$ cat config.mk
export PLATFORM = sky130hd
export DESIGN_NAME = pll_holdover_vco_cal_control
export DESIGN_NICKNAME = d
export VERILOG_FILES = /design/src/design/pll_ctl_pkg.sv /design/src/design/cal_sequencer.sv /design/src/design/lock_detector.sv /design/src/design/pll_holdover_vco_cal_control.sv
export VERILOG_INCLUDE_DIRS = /design/src /design/src/design
export SDC_FILE = /design/constraint.sdc
export NUM_CORES = 1
export LEC_CHECK = 0
export ABC_AREA = 1
export BUFFER_PORTS_ARGS = -buffer_cell sky130_fd_sc_hd__buf_2
export CAP_MARGIN = 15
export CELL_PAD_IN_SITES_DETAIL_PLACEMENT = 1
export CELL_PAD_IN_SITES_GLOBAL_PLACEMENT = 2
export CORE_UTILIZATION = 30
export CTS_CLUSTER_SIZE = 14
export DETAILED_ROUTE_END_ITERATION = 6
export GPL_TIMING_DRIVEN = 0
export PLACE_DENSITY = 0.75
export RECOVER_POWER = 25
export SLEW_MARGIN = 20
export SYNTH_ARGS = -nofsm -noshare
export SYNTH_HDL_FRONTEND = slang
export SYNTH_SLANG_ARGS = --single-unit
$ cat constraint.sdc
create_clock -name clk -period 6.76 [get_ports clk]
set_input_delay 0.338 -clock clk [delete_from_list [all_inputs] [get_ports clk]]
set_output_delay 0.338 -clock clk [all_outputs]
set_load 0.03 [all_outputs]
$ cat src/design/pll_ctl_cfg.svh
// Register offsets, field positions, reset values and timing counts
`ifndef PLL_CTL_CFG_SVH
`define PLL_CTL_CFG_SVH

`define PLL_ADDR_W            10
`define PLL_DATA_W            8

`define PLL_ADDR_LOCK_CAL     10'h018
`define PLL_ADDR_LD_PIN_SEL   10'h01a
`define PLL_ADDR_REF_MON      10'h01b
`define PLL_ADDR_REF_CTL      10'h01c
`define PLL_ADDR_HOLD_CTL     10'h01d
`define PLL_ADDR_STATUS       10'h01f
`define PLL_ADDR_UPDATE       10'h232

`define PLL_RST_LOCK_CAL      8'h00
`define PLL_RST_LD_PIN_SEL    6'h00
`define PLL_RST_REF_MON       8'h00
`define PLL_RST_REF_CTL       8'h00
`define PLL_RST_HOLD_CTL      8'h00

`define LC_CAL_BIT            0
`define LC_CALDIV_LSB         1
`define LC_DLD_DIS_BIT        3
`define LC_LDCNT_LSB          5
`define HC_EN_A_BIT           0
`define HC_EXT_BIT            1
`define HC_EN_B_BIT           2
`define HC_CMP_BIT            3
`define RC_REFERENCE_SELECT_PIN_BIT         6
`define RM_THRESH_LSB         5
`define UPD_BIT               0

`define ST_DLD_BIT            0
`define ST_MON_LSB            1
`define ST_HOLD_BIT           4
`define ST_CAL_BUSY_BIT       5
`define ST_CAL_DONE_BIT       6

`define LD_SEL_CUR_SRC        6'h04

`define LD_CNT_CODE0          8'h05
`define LD_CNT_CODE1          8'h10
`define LD_CNT_CODE2          8'h40
`define LD_CNT_CODE3          8'hff

`define CAL_CYCLES            13'h1130
`define CAL_DIV_BASE          5'h02

`endif

$ cat src/design/pll_ctl_pkg.sv
// Types shared by the holdover and calibration control blocks
package pll_ctl_pkg;

  typedef struct packed {
    logic [7:0] lockCal;
    logic [5:0] ldPinSel;
    logic [7:0] reference_monitor_pin;
    logic [7:0] refCtl;
    logic [7:0] holdCtl;
  } cfg_t;

  typedef enum logic [2:0] {
    HO_ARMED = 3'b001,
    HO_HOLD  = 3'b010,
    HO_REACQ = 3'b100
  } hold_state_t;

  typedef enum logic [1:0] {
    CAL_IDLE = 2'b01,
    CAL_RUN  = 2'b10
  } cal_state_t;

endpackage : pll_ctl_pkg

$ cat src/design/cal_sequencer.sv
// VCO calibration sequencer on a divided phase detector clock
`timescale 1ns/1ps
`include "pll_ctl_cfg.svh"

module cal_sequencer (
  input  wire logic       clk,
  input  wire logic       rst_n,
  input  wire logic       start,
  input  wire logic       pfdTick,
  input  wire logic [1:0] calDivSel,
  output logic            busy_q,
  output logic            internalSync_q,
  output logic            loopOpen_q,
  output logic            done_q
);

  pll_ctl_pkg::cal_state_t state_q;
  logic [4:0]              divCnt_q;
  logic [12:0]             tickCnt_q;
  logic [4:0]              divisor;
  logic                    calTick;

  // Calibration clock is the phase detector rate over 2, 4, 8 or 16
  assign divisor = `CAL_DIV_BASE << calDivSel; // RL19
  assign calTick = (state_q == pll_ctl_pkg::CAL_RUN) && pfdTick && (divCnt_q == divisor - 5'h01);

  //////////////////////////////////////////////////////////////////////////////
  always_ff @(posedge clk)
  begin
    if (!rst_n || start)
      divCnt_q <= 5'h00;
    else if (pfdTick && state_q == pll_ctl_pkg::CAL_RUN)
      divCnt_q <= calTick ? 5'h00 : divCnt_q + 5'h01; // RL19
  end

  always_ff @(posedge clk)
  begin
    if (!rst_n)
    begin
      state_q        <= pll_ctl_pkg::CAL_IDLE;
      tickCnt_q      <= 13'h0000;
      busy_q         <= 1'b0;
      internalSync_q <= 1'b0;
      loopOpen_q     <= 1'b0;
      done_q         <= 1'b0;
    end
    else if (start)
    begin
      // Outputs go static and the loop opens while the VCO is tuned
      state_q        <= pll_ctl_pkg::CAL_RUN;
      tickCnt_q      <= 13'h0000;
      busy_q         <= 1'b1;
      internalSync_q <= 1'b1; // RL18
      loopOpen_q     <= 1'b1;
      done_q         <= 1'b0; // RL24
    end
    else if (calTick)
    begin
      tickCnt_q <= tickCnt_q + 13'h0001;
      // Sync drops one tick before the loop closes: outputs may run unsettled
      if (tickCnt_q == `CAL_CYCLES - 13'h0002)
        internalSync_q <= 1'b0; // RL18
      if (tickCnt_q == `CAL_CYCLES - 13'h0001) // RL20
      begin
        state_q    <= pll_ctl_pkg::CAL_IDLE;
        busy_q     <= 1'b0;
        loopOpen_q <= 1'b0; // RL18
        done_q     <= 1'b1; // RL17
      end
    end
  end

  //////////////////////////////////////////////////////////////////////////////
  a_cal_length: assert property (@(posedge clk) disable iff (!rst_n) // RL20
    $rose(done_q) |-> $past(calTick) && ($past(tickCnt_q) == `CAL_CYCLES - 13'h0001))
    else $error("calibration ended at the wrong tick count");

  a_sync_in_open: assert property (@(posedge clk) disable iff (!rst_n) // RL18
    internalSync_q |-> loopOpen_q && !done_q)
    else $error("sync held with the loop closed");

  a_sync_before_close: assert property (@(posedge clk) disable iff (!rst_n) // RL18
    $fell(loopOpen_q) && !$past(start) |-> !$past(internalSync_q))
    else $error("loop closed before sync release");

endmodule : cal_sequencer

$ cat src/design/lock_detector.sv
// Digital lock detector counting in-window phase detector cycles
`timescale 1ns/1ps
`include "pll_ctl_cfg.svh"

module lock_detector (
  input  wire logic       clk,
  input  wire logic       rst_n,
  input  wire logic       enable,
  input  wire logic       pfdTick,
  input  wire logic       inLockWin,
  input  wire logic       inUnlockWin,
  input  wire logic [1:0] countSel,
  output logic            locked_q
);

  logic [7:0] cnt_q;
  logic [7:0] need;

  always_comb
  begin
    unique case (countSel)
      2'b00: need = `LD_CNT_CODE0;
      2'b01: need = `LD_CNT_CODE1;
      2'b10: need = `LD_CNT_CODE2;
      2'b11: need = `LD_CNT_CODE3;
    endcase
  end

  //////////////////////////////////////////////////////////////////////////////
  always_ff @(posedge clk)
  begin
    if (!rst_n || !enable)
    begin
      cnt_q    <= 8'h00;
      locked_q <= 1'b0;
    end
    else if (pfdTick)
    begin
      if (locked_q)
      begin
        // Wider unlock window keeps the indicator from chattering
        if (!inUnlockWin) // RL23
        begin
          locked_q <= 1'b0;
          cnt_q    <= 8'h00;
        end
      end
      else if (inLockWin)
      begin
        if (cnt_q + 8'h01 >= need) // RL7
          locked_q <= 1'b1;
        else
          cnt_q <= cnt_q + 8'h01;
      end
      else
        cnt_q <= 8'h00;
    end
  end

  //////////////////////////////////////////////////////////////////////////////
  a_unlock_one_cycle: assert property (@(posedge clk) disable iff (!rst_n) // RL23
    (enable && locked_q && pfdTick && !inUnlockWin) |=> !locked_q)
    else $error("lock held past an out-of-window cycle");

  a_lock_count_met: assert property (@(posedge clk) disable iff (!rst_n) // RL7
    $rose(locked_q) |-> ($past(cnt_q) + 8'h01 >= $past(need)) && $past(inLockWin))
    else $error("lock indicated before enough cycles");

endmodule : lock_detector

$ cat src/design/pll_holdover_vco_cal_control.sv
// Automatic holdover and VCO calibration control with register port
`timescale 1ns/1ps
`include "pll_ctl_cfg.svh"

// What the document requires of this block and of its software
// (RL1) Lock pin level triggers holdover entry
// (RL2) Comparator disabled: lock pin read high
// (RL3) Charge pump high-Z until reference edge
// (RL4) Exit edge resets B counter, not prescaler
// (RL5) No re-entry before relock and pin high
// (RL6) Holdover follows selected reference edge
// (RL7) Lock counter code 00 means five cycles
// (RL8) Software keeps digital lock detect enabled
// (RL9) Code 000100 selects current-source lock mode
// (RL10) Software should prefer current-source lock mode
// (RL11) External control bit zero selects automatic
// (RL12) Both enable bits needed for any holdover
// (RL13) Software calibrates before enabling holdover
// (RL14) Monitor threshold select and low status
// (RL15) First calibration: set calibrate bit, update
// (RL16) Later calibration: clear, update, set, update
// (RL17) Done readback bit set after calibration
// (RL18) Sync, tune, release sync, close loop
// (RL19) Calibration clock is divided PHASE_FREQ_DETECTOR rate
// (RL20) Calibration lasts 4400 calibration clocks
// (RL21) Calibration starts only by software
// (RL22) Software disables holdover, supplies reference
// (RL23) Lock held until one cycle exceeds unlock
// (RL24) Done bit clear from start to completion
module pll_holdover_vco_cal_control (
  input  wire logic       clk,
  input  wire logic       rst_n,
  input  wire logic [9:0] addr,
  input  wire logic [7:0] wrData,
  input  wire logic       wrEn,
  input  wire logic       rdEn,
  output logic      [7:0] rdData_q,
  input  wire logic       ref1Pin,
  input  wire logic       ref2Pin,
  input  wire logic       inLockWinPin,
  input  wire logic       inUnlockWinPin,
  input  wire logic       lockPinCmp,
  input  wire logic       holdPin_n,
  input  wire logic       ref1LowPin,
  input  wire logic       ref2LowPin,
  input  wire logic       vcoLowPin,
  output logic            cpHighZ_q,
  output logic            bCounterReset_q,
  output logic            internalSync_q,
  output logic            loopOpen_q,
  output logic            dldLocked_q,
  output logic            csLockMode_q,
  output logic      [5:0] lockPinSel_q,
  output logic            refSelect_q,
  output logic      [2:0] monThreshold_q
);

  localparam int NSYNC = 9;

  pll_ctl_pkg::cfg_t        stage_q;
  pll_ctl_pkg::cfg_t        active_q;
  pll_ctl_pkg::hold_state_t holdSt_q;

  logic [NSYNC-1:0] pinRaw;
  logic [NSYNC-1:0] syncA_q;
  logic [NSYNC-1:0] syncB_q;
  logic [1:0]       refPrev_q;
  logic             ref1Tick;
  logic             ref2Tick;
  logic             refTick;
  logic             calStart_q;
  logic             calBusy;
  logic             calDone;
  logic             dldLocked;
  logic             holdEnable;
  logic             extMode;
  logic             cmpEn;
  logic             ldSensed;
  logic             holdPinHigh;
  logic             trigger;
  logic             exitOk;
  logic [7:0]       status;

  //////////////////////////////////////////////////////////////////////////////
  // Pin synchronisers
  assign pinRaw = {vcoLowPin, ref2LowPin, ref1LowPin, holdPin_n, lockPinCmp,
                   inUnlockWinPin, inLockWinPin, ref2Pin, ref1Pin};

  genvar gi;
  generate
    for (gi = 0; gi < NSYNC; gi++)
    begin : g_sync
      always_ff @(posedge clk)
      begin
        if (!rst_n)
        begin
          syncA_q[gi] <= 1'b0;
          syncB_q[gi] <= 1'b0;
        end
        else
        begin
          syncA_q[gi] <= pinRaw[gi];
          syncB_q[gi] <= syncA_q[gi];
        end
      end
    end
  endgenerate

  always_ff @(posedge clk)
  begin
    if (!rst_n)
      refPrev_q <= 2'b00;
    else
      refPrev_q <= syncB_q[1:0];
  end

  assign ref1Tick = syncB_q[0] && !refPrev_q[0];
  assign ref2Tick = syncB_q[1] && !refPrev_q[1];
  // Only the reference now in use can end a holdover
  assign refTick  = active_q.refCtl[`RC_REFERENCE_SELECT_PIN_BIT] ? ref2Tick : ref1Tick; // RL6

  //////////////////////////////////////////////////////////////////////////////
  // Register port: writes land in staging, update copies to active
  always_ff @(posedge clk)
  begin
    if (!rst_n)
    begin
      stage_q.lockCal  <= `PLL_RST_LOCK_CAL;
      stage_q.ldPinSel <= `PLL_RST_LD_PIN_SEL;
      stage_q.reference_monitor_pin   <= `PLL_RST_REF_MON;
      stage_q.refCtl   <= `PLL_RST_REF_CTL;
      stage_q.holdCtl  <= `PLL_RST_HOLD_CTL;
    end
    else if (wrEn)
    begin
      unique case (addr)
        `PLL_ADDR_LOCK_CAL:   stage_q.lockCal  <= wrData;
        `PLL_ADDR_LD_PIN_SEL: stage_q.ldPinSel <= wrData[5:0];
        `PLL_ADDR_REF_MON:    stage_q.reference_monitor_pin   <= wrData;
        `PLL_ADDR_REF_CTL:    stage_q.refCtl   <= wrData;
        `PLL_ADDR_HOLD_CTL:   stage_q.holdCtl  <= wrData;
        default:              ;
      endcase
    end
  end

  always_ff @(posedge clk)
  begin
    if (!rst_n)
    begin
      active_q.lockCal  <= `PLL_RST_LOCK_CAL;
      active_q.ldPinSel <= `PLL_RST_LD_PIN_SEL;
      active_q.reference_monitor_pin   <= `PLL_RST_REF_MON;
      active_q.refCtl   <= `PLL_RST_REF_CTL;
      active_q.holdCtl  <= `PLL_RST_HOLD_CTL;
    end
    else if (wrEn && addr == `PLL_ADDR_UPDATE && wrData[`UPD_BIT])
      active_q <= stage_q;
  end

  // Only a 0-to-1 of the applied calibrate bit starts a run; setting changes never do
  always_ff @(posedge clk)
  begin
    if (!rst_n)
      calStart_q <= 1'b0;
    else
      calStart_q <= wrEn && addr == `PLL_ADDR_UPDATE && wrData[`UPD_BIT]
                    && stage_q.lockCal[`LC_CAL_BIT] && !active_q.lockCal[`LC_CAL_BIT]; // RL21
  end

  assign status = {1'b0, calDone, calBusy, holdSt_q != pll_ctl_pkg::HO_ARMED,
                   syncB_q[8:6], dldLocked}; // RL14 RL17

  always_ff @(posedge clk)
  begin
    if (!rst_n)
      rdData_q <= 8'h00;
    else if (rdEn)
    begin
      unique case (addr)
        `PLL_ADDR_LOCK_CAL:   rdData_q <= stage_q.lockCal;
        `PLL_ADDR_LD_PIN_SEL: rdData_q <= {2'b00, stage_q.ldPinSel};
        `PLL_ADDR_REF_MON:    rdData_q <= stage_q.reference_monitor_pin;
        `PLL_ADDR_REF_CTL:    rdData_q <= stage_q.refCtl;
        `PLL_ADDR_HOLD_CTL:   rdData_q <= stage_q.holdCtl;
        `PLL_ADDR_STATUS:     rdData_q <= status;
        default:              rdData_q <= 8'h00;
      endcase
    end
    else
      rdData_q <= 8'h00;
  end

  //////////////////////////////////////////////////////////////////////////////
  // Lock detection and pin configuration
  lock_detector u_lock (
    .clk         (clk),
    .rst_n       (rst_n),
    .enable      (!active_q.lockCal[`LC_DLD_DIS_BIT]),
    .pfdTick     (refTick),
    .inLockWin   (syncB_q[2]),
    .inUnlockWin (syncB_q[3]),
    .countSel    (active_q.lockCal[`LC_LDCNT_LSB +: 2]),
    .locked_q    (dldLocked)
  );

  always_ff @(posedge clk)
  begin
    if (!rst_n)
    begin
      dldLocked_q    <= 1'b0;
      csLockMode_q   <= 1'b0;
      lockPinSel_q   <= `PLL_RST_LD_PIN_SEL;
      refSelect_q    <= 1'b0;
      monThreshold_q <= 3'h0;
    end
    else
    begin
      dldLocked_q    <= dldLocked;
      csLockMode_q   <= active_q.ldPinSel == `LD_SEL_CUR_SRC; // RL9
      lockPinSel_q   <= active_q.ldPinSel;
      refSelect_q    <= active_q.refCtl[`RC_REFERENCE_SELECT_PIN_BIT];
      monThreshold_q <= active_q.reference_monitor_pin[`RM_THRESH_LSB +: 3]; // RL14
    end
  end

  //////////////////////////////////////////////////////////////////////////////
  // Holdover state machine
  assign holdEnable  = active_q.holdCtl[`HC_EN_A_BIT] && active_q.holdCtl[`HC_EN_B_BIT]; // RL12
  assign extMode     = active_q.holdCtl[`HC_EXT_BIT]; // RL11
  assign cmpEn       = active_q.holdCtl[`HC_CMP_BIT];
  assign ldSensed    = cmpEn ? syncB_q[4] : 1'b1; // RL2
  assign holdPinHigh = syncB_q[5];
  assign trigger     = extMode ? !holdPinHigh : !ldSensed; // RL1
  // External hold also waits for its pin to return high
  assign exitOk      = refTick && !(extMode && !holdPinHigh); // RL3

  always_ff @(posedge clk)
  begin
    if (!rst_n || !holdEnable)
    begin
      holdSt_q        <= pll_ctl_pkg::HO_ARMED;
      cpHighZ_q       <= 1'b0; // RL12
      bCounterReset_q <= 1'b0;
    end
    else
    begin
      bCounterReset_q <= 1'b0;
      unique case (holdSt_q)
        pll_ctl_pkg::HO_ARMED:
          if (trigger) // RL1
          begin
            holdSt_q  <= pll_ctl_pkg::HO_HOLD;
            cpHighZ_q <= 1'b1;
          end
        pll_ctl_pkg::HO_HOLD:
          if (exitOk) // RL3 RL6
          begin
            holdSt_q        <= pll_ctl_pkg::HO_REACQ;
            cpHighZ_q       <= 1'b0;
            bCounterReset_q <= 1'b1; // RL4
          end
        pll_ctl_pkg::HO_REACQ:
          // Chattering lock would otherwise retrigger holdover at once
          if (extMode || (dldLocked && ldSensed)) // RL5
            holdSt_q <= pll_ctl_pkg::HO_ARMED;
        default:
        begin
          holdSt_q  <= pll_ctl_pkg::HO_ARMED;
          cpHighZ_q <= 1'b0;
        end
      endcase
    end
  end

  //////////////////////////////////////////////////////////////////////////////
  // VCO calibration
  cal_sequencer u_cal (
    .clk            (clk),
    .rst_n          (rst_n),
    .start          (calStart_q),
    .pfdTick        (refTick),
    .calDivSel      (active_q.lockCal[`LC_CALDIV_LSB +: 2]),
    .busy_q         (calBusy),
    .internalSync_q (internalSync_q),
    .loopOpen_q     (loopOpen_q),
    .done_q         (calDone)
  );

  //////////////////////////////////////////////////////////////////////////////
  a_hold_disabled: assert property (@(posedge clk) disable iff (!rst_n) // RL12
    !holdEnable |=> !cpHighZ_q && holdSt_q == pll_ctl_pkg::HO_ARMED)
    else $error("charge pump high-Z with holdover disabled");

  a_hold_entry: assert property (@(posedge clk) disable iff (!rst_n) // RL1
    (holdEnable && holdSt_q == pll_ctl_pkg::HO_ARMED && !extMode && !ldSensed) |=> cpHighZ_q)
    else $error("lost lock did not enter holdover");

  a_cmp_off_no_hold: assert property (@(posedge clk) disable iff (!rst_n) // RL2
    (holdSt_q == pll_ctl_pkg::HO_ARMED && !extMode && !cmpEn) |=> !cpHighZ_q)
    else $error("holdover entered with comparator disabled");

  a_ext_mode_pin: assert property (@(posedge clk) disable iff (!rst_n) // RL11
    (holdSt_q == pll_ctl_pkg::HO_ARMED && extMode && holdPinHigh) |=> !cpHighZ_q)
    else $error("external mode entered holdover without pin");

  a_hiz_until_ref: assert property (@(posedge clk) disable iff (!rst_n) // RL3
    (cpHighZ_q && holdEnable && !refTick) |=> cpHighZ_q)
    else $error("charge pump released without reference edge");

  a_breset_on_exit: assert property (@(posedge clk) disable iff (!rst_n) // RL4
    (holdSt_q == pll_ctl_pkg::HO_HOLD && holdEnable && exitOk) |=> bCounterReset_q && !cpHighZ_q)
    else $error("B counter not reset on holdover exit");

  a_no_reentry: assert property (@(posedge clk) disable iff (!rst_n) // RL5
    (holdSt_q == pll_ctl_pkg::HO_REACQ && !extMode && !dldLocked) |=> !cpHighZ_q[*2])
    else $error("holdover re-entered before relock");

  a_cs_mode: assert property (@(posedge clk) disable iff (!rst_n) // RL9
    ##1 (csLockMode_q == ($past(active_q.ldPinSel) == `LD_SEL_CUR_SRC)))
    else $error("current-source mode decode wrong");

  a_cal_sw_only: assert property (@(posedge clk) disable iff (!rst_n) // RL21
    $rose(calBusy) |-> $past(calStart_q))
    else $error("calibration started without software");

  a_done_cleared: assert property (@(posedge clk) disable iff (!rst_n) // RL24
    calStart_q |=> !calDone[*3])
    else $error("done bit not cleared at calibration start");

endmodule : pll_holdover_vco_cal_control

==> results by stage <==
Floorplan:
- Once the floorplan was initialized, standard cells occupied 30.79% of the core.
- In this run the count of I/O pins placed on the die edge is 55.
- The core region is 19590 um2.
- The die extent in y is 143.8 um.
- In this run the horizontal extent of the chip is 143.8 um.
- The total number of placement rows is 51.
- The die area is 20680 um2.

Yosys:
- The synthesized area divided by synthesized cell count is 7.139 um2.
- The count of flip-flops with a built-in enable after synthesis is 0.
- In the synthesized netlist the async set-or-reset flop fraction comes to 0%.
- The area share of the leading cell type in the synthesized netlist is 44.80%.
- The commonest cells after synthesis are 195 x nand2_1, 135 x dfxtp_1, 134 x inv_1, 91 x a21oi_1, 65 x nand3_1.
- For this run, the leading register cell type out of synthesis is dfxtp_1.
- The number of nets handed over by synthesis was 893.
- The number of synthesized register bits is 135.
- After technology mapping, the gate count stands at 845.
- Of the synthesized area, sequential elements account for 44.80%.
- The dominant cell by count in the synthesized netlist is nand2_1.
- Yosys mapped the design onto 34 distinct sky130hd cell types.
- The total of warnings raised by yosys is 0.
- The cell taking the most area after synthesis is dfxtp_1.
- The summed instance area of the synthesized netlist is 6032 um2.
- In the post-synthesis netlist, the biggest area contributors are dfxtp_1 45%, nand2_1 12%, inv_1 8.3%.

STA:
- The number of max-slew violations in the final report was 0.
- The final setup violation count is 0.
- The accumulated negative setup slack is 0 ps.
- The final period utilization is 41.28%.
- Based on the critical path, the design can be clocked at up to 358.3 MHz.
- In this run the tightest slew margin relative to its limit is 57.79%.
- The number of hold-slack violations in the final timing report was 0.
- Setup repair after global routing left no endpoint under its margin.
- The tightest hold path in the finished design has a slack of 104.8 ps.
- The final setup skew is 9.509 ps.
- The worst path in the final design needs a cycle of 2791 ps, including I/O delays and setup.
- For the pin with the worst max-slew slack, the measured transition is 630.8 ps.

Critical path:
- The arrival time of the worst setup path is 3100 ps.
- The required time of the worst setup path is 7070 ps.
- The startpoint identified for the worst register-to-register timing path is u_lock.cnt_q[0].
- The worst setup path is launched from a register.
- The worst setup path is captured at a register.
- The classification of the worst setup path is register to register.
- In this run the worst path has a maximum fanout of 10.
- The most critical setup path has its startpoint at u_lock.cnt_q[0].

CTS:
- The clock slew seen by the registers of the worst setup and hold paths is 60 ps.
- The buffer levels on the longest clock path is 2.
- Once the clock tree was built, the setup fixing pass inserted 0 buffers.
- The CTS buffer count is 17.
- TritonCTS built the clock tree.
- The number of sinks driven by the clock tree is 135.
- Clock latency on the worst-skew pair, taken at its later pin, is 420 ps.
- The H-tree depth is 4.
- The tree is rooted in a clkbuf_16.
- The post-cts repair resize count is 0.
- The number of buffers inserted for hold repair after clock tree synthesis is 0.

Route:
- After detailed routing, the met3 layer carries 376 um of wire.
- In the routed design, unresolved DRC markers number 0.
- The pre-antenna-repair detailed-routing pass consisted of 4 iterations.
- The highest layer touched by signal routing is met4.
- The final layout contains routed wiring with a total length of 17.59 mm.
- The average vias per placed instance is 4.572.
- Wire segments on met2 add up to 8.614 mm in the final route.
- In the final routed layout, each cell accounts on average for 14.72 um.
- For this block, wires on met1 add up to 8.310 mm.
- The number of design-rule violations left by the first detailed-router iteration is 237.
- Summing over every cut layer, the via total after detailed routing is 5464.
- The count of nets left with antenna violations once routing finished came out at 0.

Layout:
- The number of antenna repair diodes is 0.
- From synthesis to final layout, the design area changed by 19.73%.
- The share of cells above drive strength 1 is 9.140%.
- The net total in the final layout is 966.

GRT:
- Entering global routing, the biggest net connects 17 pins.
- The initial antenna violation count is 0.
- Global routing used 18.46% of the available tracks across all layers.
- The total overflow left after global routing is 0.
- The via count of the first global-routing pass is 5494.
- The global-route wire length before repair is 28.84 mm.

Placement:
- After legalization and detailed placement, the total HPWL measured 13.39 mm.
- Routability-driven placement finished with a final weighted congestion of 0.8117.
- The port buffer count is 54.

Job:
- The number of max-capacitance violations reported is 0.

Worst hold path:
- The tightest min-delay check is of the input pin to register type.
- The worst hold path begins at vcoLowPin.

Pwr:
- Summed over all cells, the static leakage comes to 3.027 nW.
- The power per cell area is 258.6 nW/um2.
- The worst supply voltage drop on vdd is 0.1692 mV.

Outcome:
- The run finished with clean final reports.
-- stage by stage --
step           power [mW]  util (%)  cell area (um2)  cells  worst slack [ps]
6_report            1.867     36.87             7222   1195              3969
5_1_grt             1.943     36.87             7222   1195              3667
4_1_cts             1.898     37.03             7254   1195              3922
3_5_place_dp       0.9073     33.86             6634   1164              3943
3_3_place_gp       0.9070     33.86             6634   1164              3961
2_1_floorplan      0.8719         -             6032    845              4413
-- report_power, final --
group	internal, mW	switching [mW]
Clock	0.624	0.355
Sequential	0.804	0.00554
Combinational	0.0241	0.0542
-- cell usage in the layout (no fill, tap or decap), types with 2 or more instances in the layout --
cell type / Yosys / final
clkbuf_1: 12 / 39
buf_4: 5 / 4
nor2_4: 4 / 4
o21ai_0: 55 / 55
nand4_1: 10 / 10
nor2_1: 61 / 61
clkbuf_16: 0 / 17
clkinv_4: 0 / 2
nor3_1: 17 / 17
and2_1: 2 / 2
inv_2: 2 / 2
xor2_1: 10 / 10
nor4_1: 3 / 3
inv_1: 134 / 134
ha_1: 17 / 17
nand3_1: 65 / 65
dfxtp_1: 135 / 135
nand2_1: 195 / 195
nand3_2: 2 / 2
nor2_2: 2 / 2
o22ai_1: 4 / 4
clkinv_2: 0 / 2
a21oi_1: 91 / 91
buf_2: 5 / 36
clkinvlp_4: 0 / 4
bufinv_16: 0 / 4
-- logic make-up after synthesis --
logic type	count (synthesis)	share of synthesized area (%)
adders and majority gates	17	3.526
xor gates and xnor gates	11	1.597
DFF	135	44.80
and+or+nand+nor	366	26.30
AOI/OAI and AO/OA	155	13.34
buffers and inverters	161	10.43
-- area by class of cell --
type,instances,area (um2)
tap,265,331.6
sequential,135,2703
inverter,137,514.2
buffer,24,111.4
multi-input combinational,549,2700
timing repair buffer,54,241.5
fill,2524,12370
clock inverter,12,177.7
clock buffer,19,442.9
-- registers in the layout, summed over array words and instances, names as in the netlist, 2 cells and up --
signal and flops:
active_q 20, refPrev_q 2, monThreshold_q 3, syncB_q 5, u_lock.cnt_q 8, u_cal.state_q 2, stage_q 38, rdData_q 8
holdSt_q 3, status 3, syncA_q 9, u_cal.divCnt_q 5, u_cal.tickCnt_q 13, lockPinSel_q 6
-- worst max-delay path: stages, from the launching register on --
cell	delay (ps)
dfxtp_1	400
ha_1	210
nand3_1	130
nand3b_1	210
inv_1	70
nand2_1	50
and2_1	140
ha_1	280
nand2_1	100
a21oi_1	50
nor2_1	90
nand3_1	80
nand2_1	230
clkbuf_1	400
nand3_1	120
nand2_1	80
nor2_1	40
-- worst paths after layout --
path         slack, ps         endpoint  cells past startpoint
min                100       syncA_q[8]                      3
max               3970  u_lock.cnt_q[7]                     16
max reg2reg       3970  u_lock.cnt_q[7]                     16
min reg2reg        410        status[2]                      2
-- routing by layer --
layer | GRT usage, % | vias to the layer above
li1 | - | 2840
met3 | 3.466 | 16
met1 | 22.86 | 2546
met2 | 31.81 | 62
met4 | 6.495 | 0
met5 | 0 | -
(Power assumes the default switching activity.)
